<file path="src/core/psc_host_fix.sv">
// Holds no logic; the whole host controller lives in psc_host.

</file>
<file path="src/core/psc_pkg.sv">
// Constants, timing counts and types for the pseudo-SRAM host controller.
// Functional notes
// - Random address is held for at least one read cycle, 65 or 70 ns.
// - Select held low without upper address change ends within 1000 ns.
// - A page-read burst is closed by deselect within 4 us of its start.
// - Write cycle spans setup, pulse and recovery, at least 65 ns.
// - Write with select low and no address change ends within 1000 ns.
// - Output enable is high before a new write address is presented.
// - Byte masks stay stable through the write pulse; they change on the same edges as write enable.
// - Both byte select pulses of a write overlap at least 30 ns.
// - Primary select stays high 12 ns, 10 ns for 16 Mb, between accesses.
// - Sleep select falls 10 ns after setup and stays low 65 or 80 ns.
// - Primary select stays high 300 us after sleep exit and power-up.
// - With partial retention, primary select stays high only 1 us on exit.
// - Primary select is already high when sleep select rises.
// - Sleep select is held low 50 us after power-up before rising.
// - Write enable stays stable 10 ns after primary select rises.
package psc_pkg;

    localparam int CLK_PERIOD_PS = 4000;

    // Least times round up, longest times round down; never below one cycle.
    function automatic int cyc_up(input int ps);
        int c;
        c = (ps + CLK_PERIOD_PS - 1) / CLK_PERIOD_PS;
        return (c < 1) ? 1 : c;
    endfunction

    function automatic int cyc_dn(input int ps);
        int c;
        c = ps / CLK_PERIOD_PS;
        return (c < 1) ? 1 : c;
    endfunction

    // Times in their printed units.
    localparam int T_RC_NS_16    = 70;
    localparam int T_RC_NS       = 65;
    localparam int T_ASO_NS      = 10;
    localparam int T_PRC_NS      = 20;
    localparam int T_WP_NS_16    = 45;
    localparam int T_WP_NS       = 40;
    localparam int T_CP_NS_16    = 10;
    localparam int T_CP_NS       = 12;
    localparam int T_WHOL_NS_16  = 10;
    localparam int T_WHOL_NS_32  = 12;
    localparam int T_WHOL_NS_64  = 25;
    localparam int T_CHWX_NS     = 10;
    localparam int T_CSP_NS      = 10;
    localparam int T_C2LP_NS_16  = 80;
    localparam int T_C2LP_NS     = 65;
    localparam int T_HOLD_MAX_NS = 1000;
    localparam int T_BURST_US    = 4;
    localparam int T_CHH_US      = 300;
    localparam int T_CHHP_US     = 1;
    localparam int T_C2LH_US     = 50;

    // Cycle counts derived from the times.
    localparam int RC_CYC_16   = cyc_up(T_RC_NS_16 * 1000);
    localparam int RC_CYC      = cyc_up(T_RC_NS * 1000);
    localparam int ASO_CYC     = cyc_up(T_ASO_NS * 1000);
    localparam int PRC_CYC     = cyc_up(T_PRC_NS * 1000);
    localparam int WP_CYC_16   = cyc_up(T_WP_NS_16 * 1000);
    localparam int WP_CYC      = cyc_up(T_WP_NS * 1000);
    localparam int CP_CYC_16   = cyc_up(T_CP_NS_16 * 1000);
    localparam int CP_CYC      = cyc_up(T_CP_NS * 1000);
    localparam int WHOL_CYC_16 = cyc_up(T_WHOL_NS_16 * 1000);
    localparam int WHOL_CYC_32 = cyc_up(T_WHOL_NS_32 * 1000);
    localparam int WHOL_CYC_64 = cyc_up(T_WHOL_NS_64 * 1000);
    localparam int CHWX_CYC    = cyc_up(T_CHWX_NS * 1000);
    localparam int CSP_CYC     = cyc_up(T_CSP_NS * 1000);
    localparam int C2LP_CYC_16 = cyc_up(T_C2LP_NS_16 * 1000);
    localparam int C2LP_CYC    = cyc_up(T_C2LP_NS * 1000);
    localparam int HOLD_CYC    = cyc_dn(T_HOLD_MAX_NS * 1000);
    localparam int BURST_CYC   = cyc_dn(T_BURST_US * 1000000);
    localparam int CHH_CYC_DEF = cyc_up(T_CHH_US * 1000000);
    localparam int CHHP_CYC    = cyc_up(T_CHHP_US * 1000000);
    localparam int C2LH_CYC_DEF = cyc_up(T_C2LH_US * 1000000);

    localparam int ADDR_W    = 22;
    localparam int DATA_W    = 16;
    localparam int PAGE_BITS = 3;

    typedef enum logic [3:0] {
        ST_PWRUP_LOW,
        ST_PWRUP_WAIT,
        ST_IDLE,
        ST_RD_ADDR,
        ST_RD_ACC,
        ST_RD_HOLD,
        ST_PG_ACC,
        ST_WR_SETUP,
        ST_WR_PULSE,
        ST_WR_REC,
        ST_DESEL,
        ST_PD_SETUP,
        ST_PD_LOW,
        ST_PD_EXIT
    } psc_state_t;

endpackage

</file>
<file path="src/core/psc_host.sv">
// Host controller that drives an asynchronous pseudo-SRAM through its pins.
`timescale 1ns/1ns
`default_nettype none
module psc_host
#(
    parameter int DENSITY  = 64,                    // Part size in Mb.
    parameter int CHH_CYC  = psc_pkg::CHH_CYC_DEF,  // Select high after exit.
    parameter int C2LH_CYC = psc_pkg::C2LH_CYC_DEF  // Sleep low at power-up.
)
(
    input  wire logic                        clock,              // 250 MHz.
    input  wire logic                        reset,              // Sync, high.
    input  wire logic                        reqValid,           // Request.
    output logic                             reqReady,           // Taken.
    input  wire logic                        reqWrite,           // 1 = write.
    input  wire logic [psc_pkg::ADDR_W-1:0]  reqAddr,            // Word addr.
    input  wire logic [psc_pkg::DATA_W-1:0]  reqData,            // Write data.
    input  wire logic [1:0]                  reqByteEn,          // Lanes.
    output logic                             respValid,          // Read pulse.
    output logic [psc_pkg::DATA_W-1:0]       respData,           // Read data.
    input  wire logic                        sleepReq,           // Enter sleep.
    input  wire logic                        wakeReq,            // Leave sleep.
    input  wire logic                        partialMode,        // Retention.
    output logic                             idle,               // Accepts.
    output logic                             asleep,             // Powered down.
    output logic [psc_pkg::ADDR_W-1:0]       memAddr,            // Address pins.
    output logic                             primarySelectN,     // Chip select.
    output logic                             sleepControlSelect, // Sleep pin.
    output logic                             outputEnableN,      // Output en.
    output logic                             writeEnableN,       // Write en.
    output logic                             lowByteSelectN,     // Low lane.
    output logic                             highByteSelectN,    // High lane.
    output logic [psc_pkg::DATA_W-1:0]       dqOut,              // Data out.
    output logic                             dqOe,               // Drive data.
    input  wire logic [psc_pkg::DATA_W-1:0]  dqIn                // Data in.
);
    import psc_pkg::*;

    localparam int CW = 17;
    // Per-density selection of the RC, WP, CP, C2LP and WHOL counts.
    localparam int RC_C   = (DENSITY == 16) ? RC_CYC_16 : RC_CYC;
    localparam int WP_C   = (DENSITY == 16) ? WP_CYC_16 : WP_CYC;
    localparam int CP_C   = (DENSITY == 16) ? CP_CYC_16 : CP_CYC;
    localparam int C2LP_C = (DENSITY == 16) ? C2LP_CYC_16 : C2LP_CYC;
    localparam int WHOL_C = (DENSITY == 16) ? WHOL_CYC_16 :
                            (DENSITY == 32) ? WHOL_CYC_32 : WHOL_CYC_64;
    localparam int SEL_C  = (HOLD_CYC < BURST_CYC) ? HOLD_CYC : BURST_CYC;
    localparam int REC_C  = RC_C - 1 - WP_C;
    localparam logic [CW-1:0] ASO_L  = CW'(ASO_CYC - 1);
    localparam logic [CW-1:0] RDACC_L = CW'(RC_C - ASO_CYC - 1);
    localparam logic [CW-1:0] PRC_L  = CW'(PRC_CYC - 1);
    localparam logic [CW-1:0] WP_L   = CW'(WP_C - 1);
    localparam logic [CW-1:0] REC_L  = CW'(REC_C - 1);
    localparam logic [CW-1:0] CP_L   = CW'(CP_C - 1);
    localparam logic [CW-1:0] CSP_L  = CW'(CSP_CYC - 1);
    localparam logic [CW-1:0] C2LP_L = CW'(C2LP_C - 1);
    localparam logic [CW-1:0] CHH_L  = CW'(CHH_CYC - 1);
    localparam logic [CW-1:0] CHHP_L = CW'(CHHP_CYC - 1);
    localparam logic [CW-1:0] C2LH_L = CW'(C2LH_CYC - 1);
    localparam logic [CW-1:0] SEL_L  = CW'(SEL_C - 1);
    localparam logic [CW-1:0] PGLIM  = CW'(SEL_C - PRC_CYC - 3);
    localparam logic [3:0]    WHOL_L = 4'(WHOL_C);

    // Refuse settings the counters or sequences cannot serve.
    if (!(DENSITY == 16 || DENSITY == 32 || DENSITY == 64))
        $error("DENSITY must be 16, 32 or 64");
    if (CHH_CYC < 1 || CHH_CYC >= 2 ** CW || C2LH_CYC < 1
        || C2LH_CYC >= 2 ** CW)
        $error("power-up counts out of counter range");
    if (REC_C < CHWX_CYC || WHOL_C > 15)
        $error("write recovery too short for the select hold");

    psc_state_t               state;
    logic [CW-1:0]            cnt;
    logic [CW-1:0]            selCnt;
    logic [3:0]               wrGapCnt;
    logic                     pageOk;
    logic                     samePage;
    logic [1:0]               reqByteEnR;

    ////////////////////////////////////////////////////////////////////////
    // Page access only on parts that have it, same upper address, and with
    // time left before the select-low limit.
    assign samePage = (reqAddr[ADDR_W-1:PAGE_BITS]
                       == memAddr[ADDR_W-1:PAGE_BITS]);
    assign pageOk   = (DENSITY != 16) && !reqWrite && samePage
                      && (selCnt < PGLIM);
    assign reqReady = (state == ST_IDLE)
                      || (state == ST_RD_HOLD && reqValid && pageOk);
    assign idle     = (state == ST_IDLE);
    assign asleep   = (state == ST_PD_LOW);

    ////////////////////////////////////////////////////////////////////////
    // Main sequencer; the timed phases share one counter, while selCnt bounds the read hold.
    always_ff @(posedge clock)
    begin
        if (reset)
        begin
            state <= ST_PWRUP_LOW;
            cnt   <= '0;
        end
        else
        begin
            cnt <= cnt + 1'b1;
            case (state)
                ST_PWRUP_LOW:
                    if (cnt == C2LH_L)
                    begin
                        state <= ST_PWRUP_WAIT;
                        cnt   <= '0;
                    end
                ST_PWRUP_WAIT:
                    if (cnt == CHH_L)
                        state <= ST_IDLE;
                ST_IDLE:
                begin
                    cnt <= '0;
                    if (reqValid)
                        state <= reqWrite ? ST_WR_SETUP : ST_RD_ADDR;
                    else if (sleepReq)
                        state <= ST_PD_SETUP;
                end
                ST_RD_ADDR:
                    if (cnt >= ASO_L && wrGapCnt == 4'h0)
                    begin
                        state <= ST_RD_ACC;
                        cnt   <= '0;
                    end
                ST_RD_ACC:
                    // Address held for the full read cycle.
                    if (cnt == RDACC_L)
                        state <= ST_RD_HOLD;
                ST_RD_HOLD:
                begin
                    cnt <= '0;
                    if (reqValid && pageOk)
                        state <= ST_PG_ACC;
                    else if (reqValid || sleepReq || selCnt >= PGLIM)
                        state <= ST_DESEL;
                end
                ST_PG_ACC:
                    if (cnt == PRC_L)
                    begin
                        state <= ST_RD_HOLD;
                        cnt   <= '0;
                    end
                ST_WR_SETUP:
                begin
                    state <= ST_WR_PULSE;
                    cnt   <= '0;
                end
                ST_WR_PULSE:
                    if (cnt == WP_L)
                    begin
                        state <= ST_WR_REC;
                        cnt   <= '0;
                    end
                ST_WR_REC:
                    if (cnt == REC_L)
                    begin
                        state <= ST_DESEL;
                        cnt   <= '0;
                    end
                ST_DESEL:
                    if (cnt == CP_L)
                        state <= ST_IDLE;
                ST_PD_SETUP:
                    if (cnt == CSP_L)
                    begin
                        state <= ST_PD_LOW;
                        cnt   <= '0;
                    end
                ST_PD_LOW:
                    if (cnt >= C2LP_L && wakeReq)
                    begin
                        state <= ST_PD_EXIT;
                        cnt   <= '0;
                    end
                    else if (cnt >= C2LP_L)
                        cnt <= cnt;
                ST_PD_EXIT:
                    if (cnt == (partialMode ? CHHP_L : CHH_L))
                        state <= ST_IDLE;
                default:
                    state <= ST_IDLE;
            endcase
        end
    end

    ////////////////////////////////////////////////////////////////////////
    // Time spent with the select low, bounding bursts and long holds.
    always_ff @(posedge clock)
    begin
        if (reset || primarySelectN)
            selCnt <= '0;
        else if (selCnt != SEL_L)
            selCnt <= selCnt + 1'b1;
    end

    // Gap from write enable rising to the next output enable fall.
    always_ff @(posedge clock)
    begin
        if (reset)
            wrGapCnt <= 4'h0;
        else if (state == ST_WR_PULSE)
            wrGapCnt <= WHOL_L;
        else if (wrGapCnt != 4'h0)
            wrGapCnt <= wrGapCnt - 4'h1;
    end

    ////////////////////////////////////////////////////////////////////////
    // Pin drive; all pins come from flip-flops so edges are glitch free.
    always_ff @(posedge clock)
    begin
        if (reset)
        begin
            memAddr            <= '0;
            primarySelectN     <= 1'b1;
            sleepControlSelect <= 1'b0;
            outputEnableN      <= 1'b1;
            writeEnableN       <= 1'b1;
            lowByteSelectN     <= 1'b1;
            highByteSelectN    <= 1'b1;
            dqOut              <= '0;
            dqOe               <= 1'b0;
        end
        else
        begin
            case (state)
                ST_PWRUP_LOW:
                    sleepControlSelect <= (cnt == C2LH_L);
                ST_IDLE:
                    if (reqValid)
                    begin
                        // Output enable is already high here.
                        memAddr         <= reqAddr;
                        primarySelectN  <= 1'b0;
                        dqOut           <= reqData;
                        lowByteSelectN  <= 1'b1;
                        highByteSelectN <= 1'b1;
                    end
                ST_RD_ADDR:
                    if (cnt >= ASO_L && wrGapCnt == 4'h0)
                    begin
                        outputEnableN   <= 1'b0;
                        lowByteSelectN  <= ~reqByteEnR[0];
                        highByteSelectN <= ~reqByteEnR[1];
                    end
                ST_RD_HOLD:
                    if (reqValid && pageOk)
                    begin
                        memAddr[PAGE_BITS-1:0] <= reqAddr[PAGE_BITS-1:0];
                        lowByteSelectN  <= ~reqByteEn[0];
                        highByteSelectN <= ~reqByteEn[1];
                    end
                    else if (reqValid || sleepReq || selCnt >= PGLIM)
                    begin
                        primarySelectN  <= 1'b1;
                        outputEnableN   <= 1'b1;
                        lowByteSelectN  <= 1'b1;
                        highByteSelectN <= 1'b1;
                    end
                ST_WR_SETUP:
                begin
                    // Enabled lanes fall together so their pulses overlap fully.
                    writeEnableN    <= 1'b0;
                    lowByteSelectN  <= ~reqByteEnR[0];
                    highByteSelectN <= ~reqByteEnR[1];
                    dqOe            <= 1'b1;
                end
                ST_WR_PULSE:
                    if (cnt == WP_L)
                    begin
                        writeEnableN    <= 1'b1;
                        lowByteSelectN  <= 1'b1;
                        highByteSelectN <= 1'b1;
                    end
                ST_WR_REC:
                    if (cnt == REC_L)
                    begin
                        // Write enable rose long before; it stays high.
                        primarySelectN <= 1'b1;
                        dqOe           <= 1'b0;
                    end
                ST_PD_SETUP:
                    if (cnt == CSP_L)
                        sleepControlSelect <= 1'b0;
                ST_PD_LOW:
                    if (cnt >= C2LP_L && wakeReq)
                        sleepControlSelect <= 1'b1;
                default:
                    dqOe <= dqOe;
            endcase
        end
    end

    // Byte enables and the read result.
    always_ff @(posedge clock)
    begin
        if (reset)
            reqByteEnR <= 2'h0;
        else if (state == ST_IDLE && reqValid)
            reqByteEnR <= reqByteEn;
    end

    always_ff @(posedge clock)
    begin
        if (reset)
        begin
            respValid <= 1'b0;
            respData  <= '0;
        end
        else
        begin
            respValid <= (state == ST_RD_ACC && cnt == RDACC_L)
                         || (state == ST_PG_ACC && cnt == PRC_L);
            if ((state == ST_RD_ACC && cnt == RDACC_L)
                || (state == ST_PG_ACC && cnt == PRC_L))
                respData <= dqIn;
        end
    end
endmodule
`default_nettype wire

</file>
<file path="config.mk">
export PLATFORM = sky130hd
export DESIGN_NAME = psc_host
export DESIGN_NICKNAME = d
export VERILOG_FILES = /design/src/core/psc_host_fix.sv /design/src/core/psc_pkg.sv /design/src/core/psc_host.sv
export SDC_FILE = /design/constraint.sdc
export NUM_CORES = 1
export LEC_CHECK = 0
export BUFFER_PORTS_ARGS = -buffer_cell sky130_fd_sc_hd__buf_2
export CORE_MARGIN = 3
export CORE_UTILIZATION = 48
export CTS_CLUSTER_SIZE = 20
export DETAILED_ROUTE_END_ITERATION = 12
export GPL_ROUTABILITY_DRIVEN = 0
export HOLD_SLACK_MARGIN = 0.12
export PLACE_DENSITY_LB_ADDON = 0.12
export SYNTH_ARGS = -nofsm -noshare
export SYNTH_HDL_FRONTEND = slang
export SYNTH_SLANG_ARGS = --single-unit
</file>
<file path="constraint.sdc">
create_clock -name clock -period 2 [get_ports clock]
set_input_delay 0.3 -clock clock [delete_from_list [all_inputs] [get_ports clock]]
set_output_delay 0.3 -clock clock [all_outputs]
set_load 0.005 [all_outputs]
</file>
* Yosys cells after proc, flatten, opt, wreduce, memory -nomap -nowiden *
Index checks and enable logic that the tools add are counted.

operators by class
  $add $sub $neg = 3
  multiplexer cells = 53
  div/mod/pow operators = 0
  multiply operators = 0
  reduce and logical (&&, ||, !) cells = 38
  $lt $le $gt $ge = 4
  bitwise logic cells = 4
  eq/ne operators = 41
  shift-type cells = 0

operator list
  kind                                                          count
  two-way mux 17 bit                                            9
  case mux 17 bit (8 select lines)                              1
  two-way mux 4 bit                                             15
  case mux 4 bit (14 select lines)                              1
  adder 17 x 1 -> 17 bit (second input constant)                2
  == test 17 x 3 -> 1 bit (second input constant)               2
  == test 17 x 4 -> 1 bit (second input constant)               2
  == test 4 bit (second input constant)                         6
  == test 19 bit                                                1
  inequality test 2 bit (second input constant)                 9
  == test 17 x 14 -> 1 bit (second input constant)              1
  == test 17 bit                                                1
  == test 17 bit (second input constant)                        1
  == test 17 x 2 -> 1 bit (second input constant)               1
  >= comparator 17 x 2 -> 1 bit (second input constant)         1
  >= comparator 17 x 5 -> 1 bit (second input constant)         1
  >= comparator 17 x 8 -> 1 bit (second input constant)         1
  less-than comparator 17 x 8 -> 1 bit (second input constant)  1
  inequality test 17 x 8 -> 1 bit (second input constant)       1
  == test 4 x 3 -> 1 bit (second input constant)                4
  two-way mux 3 bit                                             5
  two-way mux 1 bit                                             14
  AND reduction 13 bit                                          1
  inequality test 2 x 1 -> 1 bit (second input constant)        6
  25 further kinds                                              56

storage, ports and cells
  bits of input ports = 63
  output and inout bits = 65
  ROM bits = 0
  latch bits = 0
  flip-flop bits (word level) = 106
  memories = 0
  logic and storage cells = 161
  memory bits (writable) = 0

* Longest topological paths before layout *
Gate-level depths: netlist of the first run.

  depth in word-level cells = 6
  depth in mapped cells = 10
  depth with buffers taken out = 9

* Least setup slack after synthesis of the first run *
OpenSTA, ideal clock, no wires.

  path type = reg2reg
  start point = reg cnt[1]
  end point = reg state[0]
  buffers on the path = 0
  data arrival time = 2.173 ns
  data required time = 1.930 ns
  period minus slack after synthesis = 2.244 ns
  slack = -0.244 ns
  setup time = 0.070 ns
  stages on the path, launching flop included = 10
  path through = dfxtp_1 -> inv_1 -> ha_1 -> nor4b_2 -> and4_4 -> a21oi_2 -> nor4_4 -> nand4_1 -> or4b_1 -> a21oi_1

on the way
  word-level cells in the longest chain between the ends = 4
  elaborated cells between the ends (all ways) = 24
  classes of those cells = 2 x order compare; 19 x eq/ne; 3 x reduce/logical

ends and longest elaborated chain
  element                                                                                   line                              text
  start, declared                                                                           psc_host.sv:74                    logic [CW-1:0] cnt;
  start signal, assigned                                                                    psc_host.sv:104                   cnt <= cnt + 1'b1;
  start signal, assigned                                                                    psc_host.sv:180                   cnt <= cnt;
  >= comparator 17 x 2 -> 1 bit or >= comparator 17 x 5 -> 1 bit (tied branches)            psc_host.sv:124, psc_host.sv:174
  logical AND 1 bit, on equally long branches                                               psc_host.sv:124, psc_host.sv:174
  inequality test 2 bit (no source line) or inequality test 2 x 1 -> 1 bit (tied branches)  --
  AND reduction 13 bit (no source line) (*)                                                 --
  end signal, assigned                                                                      psc_host.sv:119                   state <= reqWrite ? ST_WR_SETUP : ST_RD_ADDR;
  end, declared                                                                             psc_host.sv:73                    psc_state_t state;

Every way passes the cells marked *; elsewhere a longest branch is shown, timed or not.
A chain may end at the register's enable or synchronous reset.

* Worst setup path after layout of the first run *
  start point = reg cnt[15]
  end point = reg state[0]

The elaborated chain is that of the path after synthesis.

==> results of run 1 <==
==> Yosys cell counts, drive strengths merged (2+ instances only) <==
library cell  count  area share
clkbuf           21       0.015
nor2b             8      0.0097
and3              9       0.011
or4               2      0.0029
o21ai            17       0.017
a211oi            2      0.0029
mux2i            20       0.039
nand3b            3      0.0044
o21bai            2      0.0051
nand3            23       0.022
nor2             79       0.058
nor4              5       0.012
or2               2      0.0024
a211o             3      0.0051
nand2b            5      0.0061
nand4            15       0.018
ha                9       0.022
a31oi             3      0.0036
xnor2            35       0.060
inv              13      0.0095
a21oi            61       0.060
or3               6      0.0073
and2              2      0.0024
nor3b             2      0.0029
o31a              2      0.0034
xor2             15       0.026
nor3             18       0.019
and4              5      0.0095
dfxtp           106        0.41
nand2           104       0.076
o211ai            2      0.0056
nor4b             3      0.0063
buf              11       0.014
==> critical path, stage by stage, from the launching register on <==
cell and delay, ps:
dfxtp_1 350, or3_4 400, o41a_1 470, o21ai_2 170, nand4_1 130, or4b_1 510, a21oi_1 140
==> power groups by stage <==
stage | Combinational [mW] | Clock, mW | Sequential, mW
4_1_cts | 0.467 | 1.63 | 2.18
6_report | 0.477 | 1.58 | 2.18
5_1_grt | 0.539 | 1.70 | 2.19
2_1_floorplan | 0.248 | 0 | 2.22
3_5_place_dp | 0.450 | 0 | 2.23
3_3_place_gp | 0.427 | 0 | 2.23
==> kinds of logic after synthesis <==
logic type / count (synthesis) / share of synthesized area
AO/OA/AOI/OAI: 102 / 0.1219
AND/OR/NAND/NOR: 296 / 0.2798
XOR/XNOR: 50 / 0.08501
adder cells (fa/ha/maj): 9 / 0.02186
buffers and inverters: 45 / 0.03838
multiplexers: 21 / 0.04105
flip-flops: 106 / 0.4120
==> registers in the layout, indices dropped and copies added (netlist names), 2 cells and up <==
signal,count
wrGapCnt,4
selCnt,17
cnt,17
dqOut,16
reqByteEnR,2
respData,16
memAddr,22
state,4
==> what timing repair did <==
action                                  CTS  global route
gates resized for setup                  30            45
hold buffers                              6             0
endpoints found under the setup margin   29            48
cloned                                    0             1
pin swaps                                15            16
endpoints found under the hold margin     6             0
buffers inserted                          6             6
==> final timing paths <==
kind	to	slack, ps	cells after the start
worst min-delay path	dqOut[12]$_SDFFE_PP0P_	140	3
worst max-delay path	state[0]$_SDFFE_PP0P_	-240	6
worst min register to register	reqByteEnR[1]$_SDFFE_PP0P_	460	2
worst max register to register	state[0]$_SDFFE_PP0P_	-240	6
==> per-layer routing <==
| layer | wire length, µm | vias up | global-route usage |
|---|---|---|---|
| li1 | - | 2569 | - |
| met1 | 6003 | 2411 | 0.2824 |
| met2 | 7010 | 158 | 0.3893 |
| met3 | 862 | 33 | 0.05931 |
| met4 | 329 | 0 | 0.09795 |
| met5 | 0 | - | 0 |
==> cells in the final DEF, fill, tap and decap left out, drive strengths merged, types with 5 or more instances in the layout <==
cell type | synthesis | routed
a21oi | 61 | 61
and3 | 9 | 9
and4 | 5 | 5
buf | 11 | 224
clkbuf | 21 | 10
dfxtp | 106 | 106
dlygate4sd3 | 0 | 6
ha | 9 | 9
inv | 13 | 13
mux2i | 20 | 20
nand2 | 104 | 104
nand2b | 5 | 5
nand3 | 23 | 23
nand4 | 15 | 15
nor2 | 79 | 79
nor2b | 8 | 8
nor3 | 18 | 18
nor4 | 5 | 5
o21ai | 17 | 17
or3 | 6 | 6
xnor2 | 35 | 35
xor2 | 15 | 15
==> final cells by class <==
cell class	instances	area [µm²]
fill	828	3148
multi-input combinational	478	3083
sequential	106	2145
timing repair buffer	231	1533
tap	136	170.2
clock buffer	9	123.9
clock inverter	6	116.4
inverter	13	51.30
==> stage by stage <==
step	worst slack (ps)	hold slack (ps)	std cells	area, µm²	TNS, ps
finish	-241.4	141.8	979	7222	-6474
global route	-359.6	137.3	979	7222	-10940
CTS	-197.1	121.7	975	7007	-4018
detailed placement	-242.6	446.6	948	6558	-4106
global placement	-175.4	439.0	948	6558	-2726
floorplan	-133.6	433.2	629	5190	-1619
==> impl_metrics.csv, run 1 <==
group,metric,value,unit
outcome,status,"complete, but fails checks",
grt,grt_pass1_vias,4918,
placement,portBuffers,127,
sta,timing.slew.headroom,0.6457,
placement,hpwl,10.23,mm
power,p_clk_frac,0.373,
grt,track_usage,0.2323,
die,io_pins,128,
sta,worst_pin_slew,526.6,ps
sta,rsz0062_at_grt,"yes",
synth,ys_types,63,
routing,ant_nets,0,
sta,drv_slew,0,
power,netSwitchingPower,1.015,mW
worst_setup_path,worstPathRequired,2330,ps
routing,vias,5171,
routing,via_per_inst,5.282,
grt,grt_overflow,0,
power,intPower,3.222,mW
clocking,clk_pin_slew_worst_paths,100,ps
sta,fin_ws,-241.4,ps
clocking,cts_tree,"built",
routing,wl_per_cell,14.51,µm
power,power_leakage,2.934,nW
power,peakVddDrop,0.6222,mV
worst_setup_path,critical_path.startpoint,"cnt[15]$_SDFFE_PP0P_",
routing,drt_iter0_markers,407,
synth,async_reset_ff_frac,0,
worst_setup_path,critPathMaxFanout,3,
synth,ys_seq_area_frac,0.4120,
sta,final-setup-viol-count,39,
power,pwr-share-seq,0.514,
routing,drt_pass1_iterations,8,
finish,drive_gt1_frac,0.3749,
sta,period_needed,2241,ps
worst_setup_path,timing.rr.start,"cnt[15]$_SDFFE_PP0P_",
worst_setup_path,path_class,"register to register",
clocking,clock_latency,390,ps
grt,grt_first_pass_wirelength,22.30,mm
die,dieHeight,109.6,µm
power,combPwrFrac,0.112,
worst_setup_path,end_kind,"register",
synth,netlist_instances,629,
grt,antenna_found_initial,0,
outcome,violations,"negative setup slack",
sta,fin_skew,7.533,ps
synth,synth_edf_count,0,
flow_run,max-cap-violations,0,
routing,totalWireLength,14.21,mm
clocking,cts_buffer_depth,2,
power,p_total,4.238,mW
worst_hold_path,min_from,"reqData[12]",
worst_setup_path,worstPathArrival,2570,ps
sta,fmax,446.1,MHz
die,coreArea,10370,µm²
power,power_density,586.8,nW/µm²
synth,synth-seq-cells,106,
sta,period_share,1.121,
synth,synth.avg_cell_area,8.189,µm²
clocking,cts_made_buffers,9,
synth,ys.flop_type,"dfxtp_1",
sta,timing_hold_violations_final,0,
clocking,cts.sink_count,106,
finish,area_delta_synth_final,40.20,%
finish,final_util,0.6964,
synth,synth_warnings,0,
die,core.rowCount,37,
synth,syn-cell-area,5151,µm²
clocking,clockRootBuffer,"clkbuf_8",
finish,num_antenna_cells,0,
die,fp.dieArea,12010,µm²
routing,drc,0,
synth,syn-num-nets,701,
die,initial_core_util,0.4967,
die,die_x,109.6,µm
grt,grt_start_max_net_pins,44,
clocking,htreeDepth,3,
worst_setup_path,cp-start-kind,"register",
power,power_switching_share,0.2395,
worst_hold_path,hold_path.class,"input pin to register",
finish,finalNetCount,911,
Power figures use the tool's default switching activity.
==> run 2, diff against run 1 <==
--- a/config.mk
+++ b/config.mk
@@ -8,5 +8,5 @@
 export BUFFER_PORTS_ARGS = -buffer_cell sky130_fd_sc_hd__buf_2
 export CORE_MARGIN = 3
-export CORE_UTILIZATION = 48
+export CORE_UTILIZATION = 50
 export CTS_CLUSTER_SIZE = 20
 export DETAILED_ROUTE_END_ITERATION = 12
==> constraint.sdc (replaced) <==
create_clock -name clock -period 2.38 [get_ports clock]
set_input_delay 0.238 -clock clock [delete_from_list [all_inputs] [get_ports clock]]
set_output_delay 0.238 -clock clock [all_outputs]
set_load 0.005 [all_outputs]
==> run 2 against run 1 <==
Compared with the run above: the run now ends clean; clock-buffer cell count up 1; cell area down 3.2%; fmax down 1.4%; routed wire length down 0.47%; sequential power down 16%; critical path type unchanged; largest power group unchanged; highest routed layer unchanged.
==> impl_metrics.csv, run 2 (synthesized netlist as in run 1, its figures left out) <==
group,metric,value,unit
outcome,status,"finished, final reports clean",
routing,drt_iter0_markers,336,
sta,timing.slew.headroom,0.6653,
finish,largest_reg_flops,22,
flow_run,max-cap-violations,0,
power,combPwrFrac,0.115,
sta,rsz0062_at_grt,"yes",
placement,hpwl,9.656,mm
sta,fin_skew,15.74,ps
power,intPower,2.561,mW
placement,portBuffers,127,
worst_setup_path,path_class,"register to register",
clocking,cts_tree,"built",
clocking,cts_made_buffers,9,
routing,drt_pass1_iterations,5,
clocking,cts.sink_count,106,
grt,track_usage,0.2395,
finish,area_delta_synth_final,35.78,%
sta,timing_hold_violations_final,0,
worst_setup_path,critPathMaxFanout,17,
die,io_pins,128,
sta,drv_slew,0,
clocking,htreeDepth,3,
routing,via_per_inst,5.315,
die,die_x,107.5,µm
sta,fin_ws,107.4,ps
grt,grt_first_pass_wirelength,22.65,mm
die,initial_core_util,0.5198,
grt,grt_overflow,0,
routing,wl_per_cell,14.67,µm
finish,num_antenna_cells,0,
sta,period_share,0.9549,
finish,reg_top3,"memAddr (22), cnt (17), selCnt (17)",
finish,layout_commonest_cell,"buf_2",
finish,drive_gt1_frac,0.2563,
finish,final_cells,964,
clocking,clk_pin_slew_worst_paths,110,ps
power,power_leakage,2.787,nW
die,fp.dieArea,11560,µm²
clocking,clockRootBuffer,"clkbuf_8",
sta,period_needed,2273,ps
sta,worst_pin_slew,497.5,ps
worst_hold_path,hold_path.class,"input pin to register",
finish,finalNetCount,898,
finish,final_util,0.7058,
power,peakVddDrop,0.3293,mV
die,dieHeight,107.5,µm
worst_setup_path,end_kind,"register",
sta,fmax,440.0,MHz
power,netSwitchingPower,0.8961,mW
power,pwr-share-seq,0.530,
grt,grt_start_max_net_pins,53,
power,p_clk_frac,0.354,
power,power_switching_share,0.2592,
routing,ant_nets,0,
die,coreArea,9910,µm²
finish,largest-register,"memAddr",
finish,mostFrequentLayoutCells,"buf_2 (126), nand2_1 (102), dfxtp_1 (102), nor2_1 (77), a21oi_1 (59)",
sta,final-setup-viol-count,0,
power,power_density,494.3,nW/µm²
routing,totalWireLength,14.14,mm
clocking,clock_latency,390,ps
routing,drc,0,
worst_setup_path,worstPathRequired,2660,ps
clocking,cts_buffer_depth,2,
worst_setup_path,worstPathArrival,2560,ps
grt,grt_pass1_vias,4988,
placement,dpl_worst_slack,20.51,ps
die,core.rowCount,36,
routing,vias,5124,
placement,placedCellCount,889,
worst_setup_path,cp-start-kind,"register",
grt,antenna_found_initial,0,
## run 2: worst max-delay path, cell delays in order, from the launching register on
cell and delay (ps):
dfxtp_1 350, inv_1 100, ha_1 180, nor4b_4 210
and4_4 290, a21oi_2 90, or4_4 560, o21bai_4 170
buf_12 160, nor2_1 60
## run 2: metal layers
| layer | routed length (µm) | vias to the layer above | global-route usage | part of all wire |
|---|---|---|---|---|
| li1 | - | 2553 | - | - |
| met1 | 6185 | 2388 | 0.2956 | 0.44 |
| met2 | 6996 | 156 | 0.4179 | 0.49 |
| met3 | 723 | 27 | 0.04619 | 0.051 |
| met4 | 232 | 0 | 0.07845 | 0.016 |
| met5 | 0 | - | 0 | 0 |
## run 2: final cells by class
cell class / count / area [µm²]
multi-input combinational: 478 / 2932
clock inverter: 6 / 83.83
clock buffer: 10 / 137.6
timing repair buffer: 218 / 1499
sequential: 106 / 2127
tap: 133 / 166.4
inverter: 13 / 48.80
fill: 781 / 2915
## run 2: power by group through the flow
stage | clock network, mW | logic, mW | registers (mW)
finish | 1.23 | 0.399 | 1.83
global route | 1.32 | 0.448 | 1.84
CTS | 1.26 | 0.394 | 1.83
detailed placement | 0 | 0.320 | 1.87
global placement | 0 | 0.306 | 1.87
floorplan | 0 | 0.207 | 1.87
## run 2: worst paths after layout
kind | from | to | slack (ps) | depth (start not counted)
hold / removal | sleepReq | outputEnableN$_SDFFE_PP1P_ | 270 | 5
setup reg to reg | cnt[1]$_SDFFE_PP0P_ | cnt[9]$_SDFFE_PP0P_ | 110 | 9
hold reg to reg | dqOut[15]$_SDFFE_PP0P_ | dqOut[15]$_SDFFE_PP0P_ | 460 | 2
setup / recovery | cnt[1]$_SDFFE_PP0P_ | cnt[9]$_SDFFE_PP0P_ | 110 | 9
## run 2: what timing repair did
action | CTS | global route
buffers inserted | 0 | 4
pin swaps | 0 | 10
hold buffers | 56 | 0
setup endpoints to repair | 2 | 22
gates resized for setup | 4 | 18
hold endpoints to repair | 56 | 0
## run 2: stage by stage
step | hold WS (ps) | TNS (ps) | total power, mW | instance area (µm²)
floorplan | 374.0 | 0 | 2.073 | 5151
global placement | 438.8 | 0 | 2.176 | 6093
detailed placement | 444.4 | 0 | 2.192 | 6093
CTS | 237.3 | 0 | 3.482 | 6895
global route | 260.7 | -93.83 | 3.604 | 6994
finish | 274.0 | 0 | 3.458 | 6994
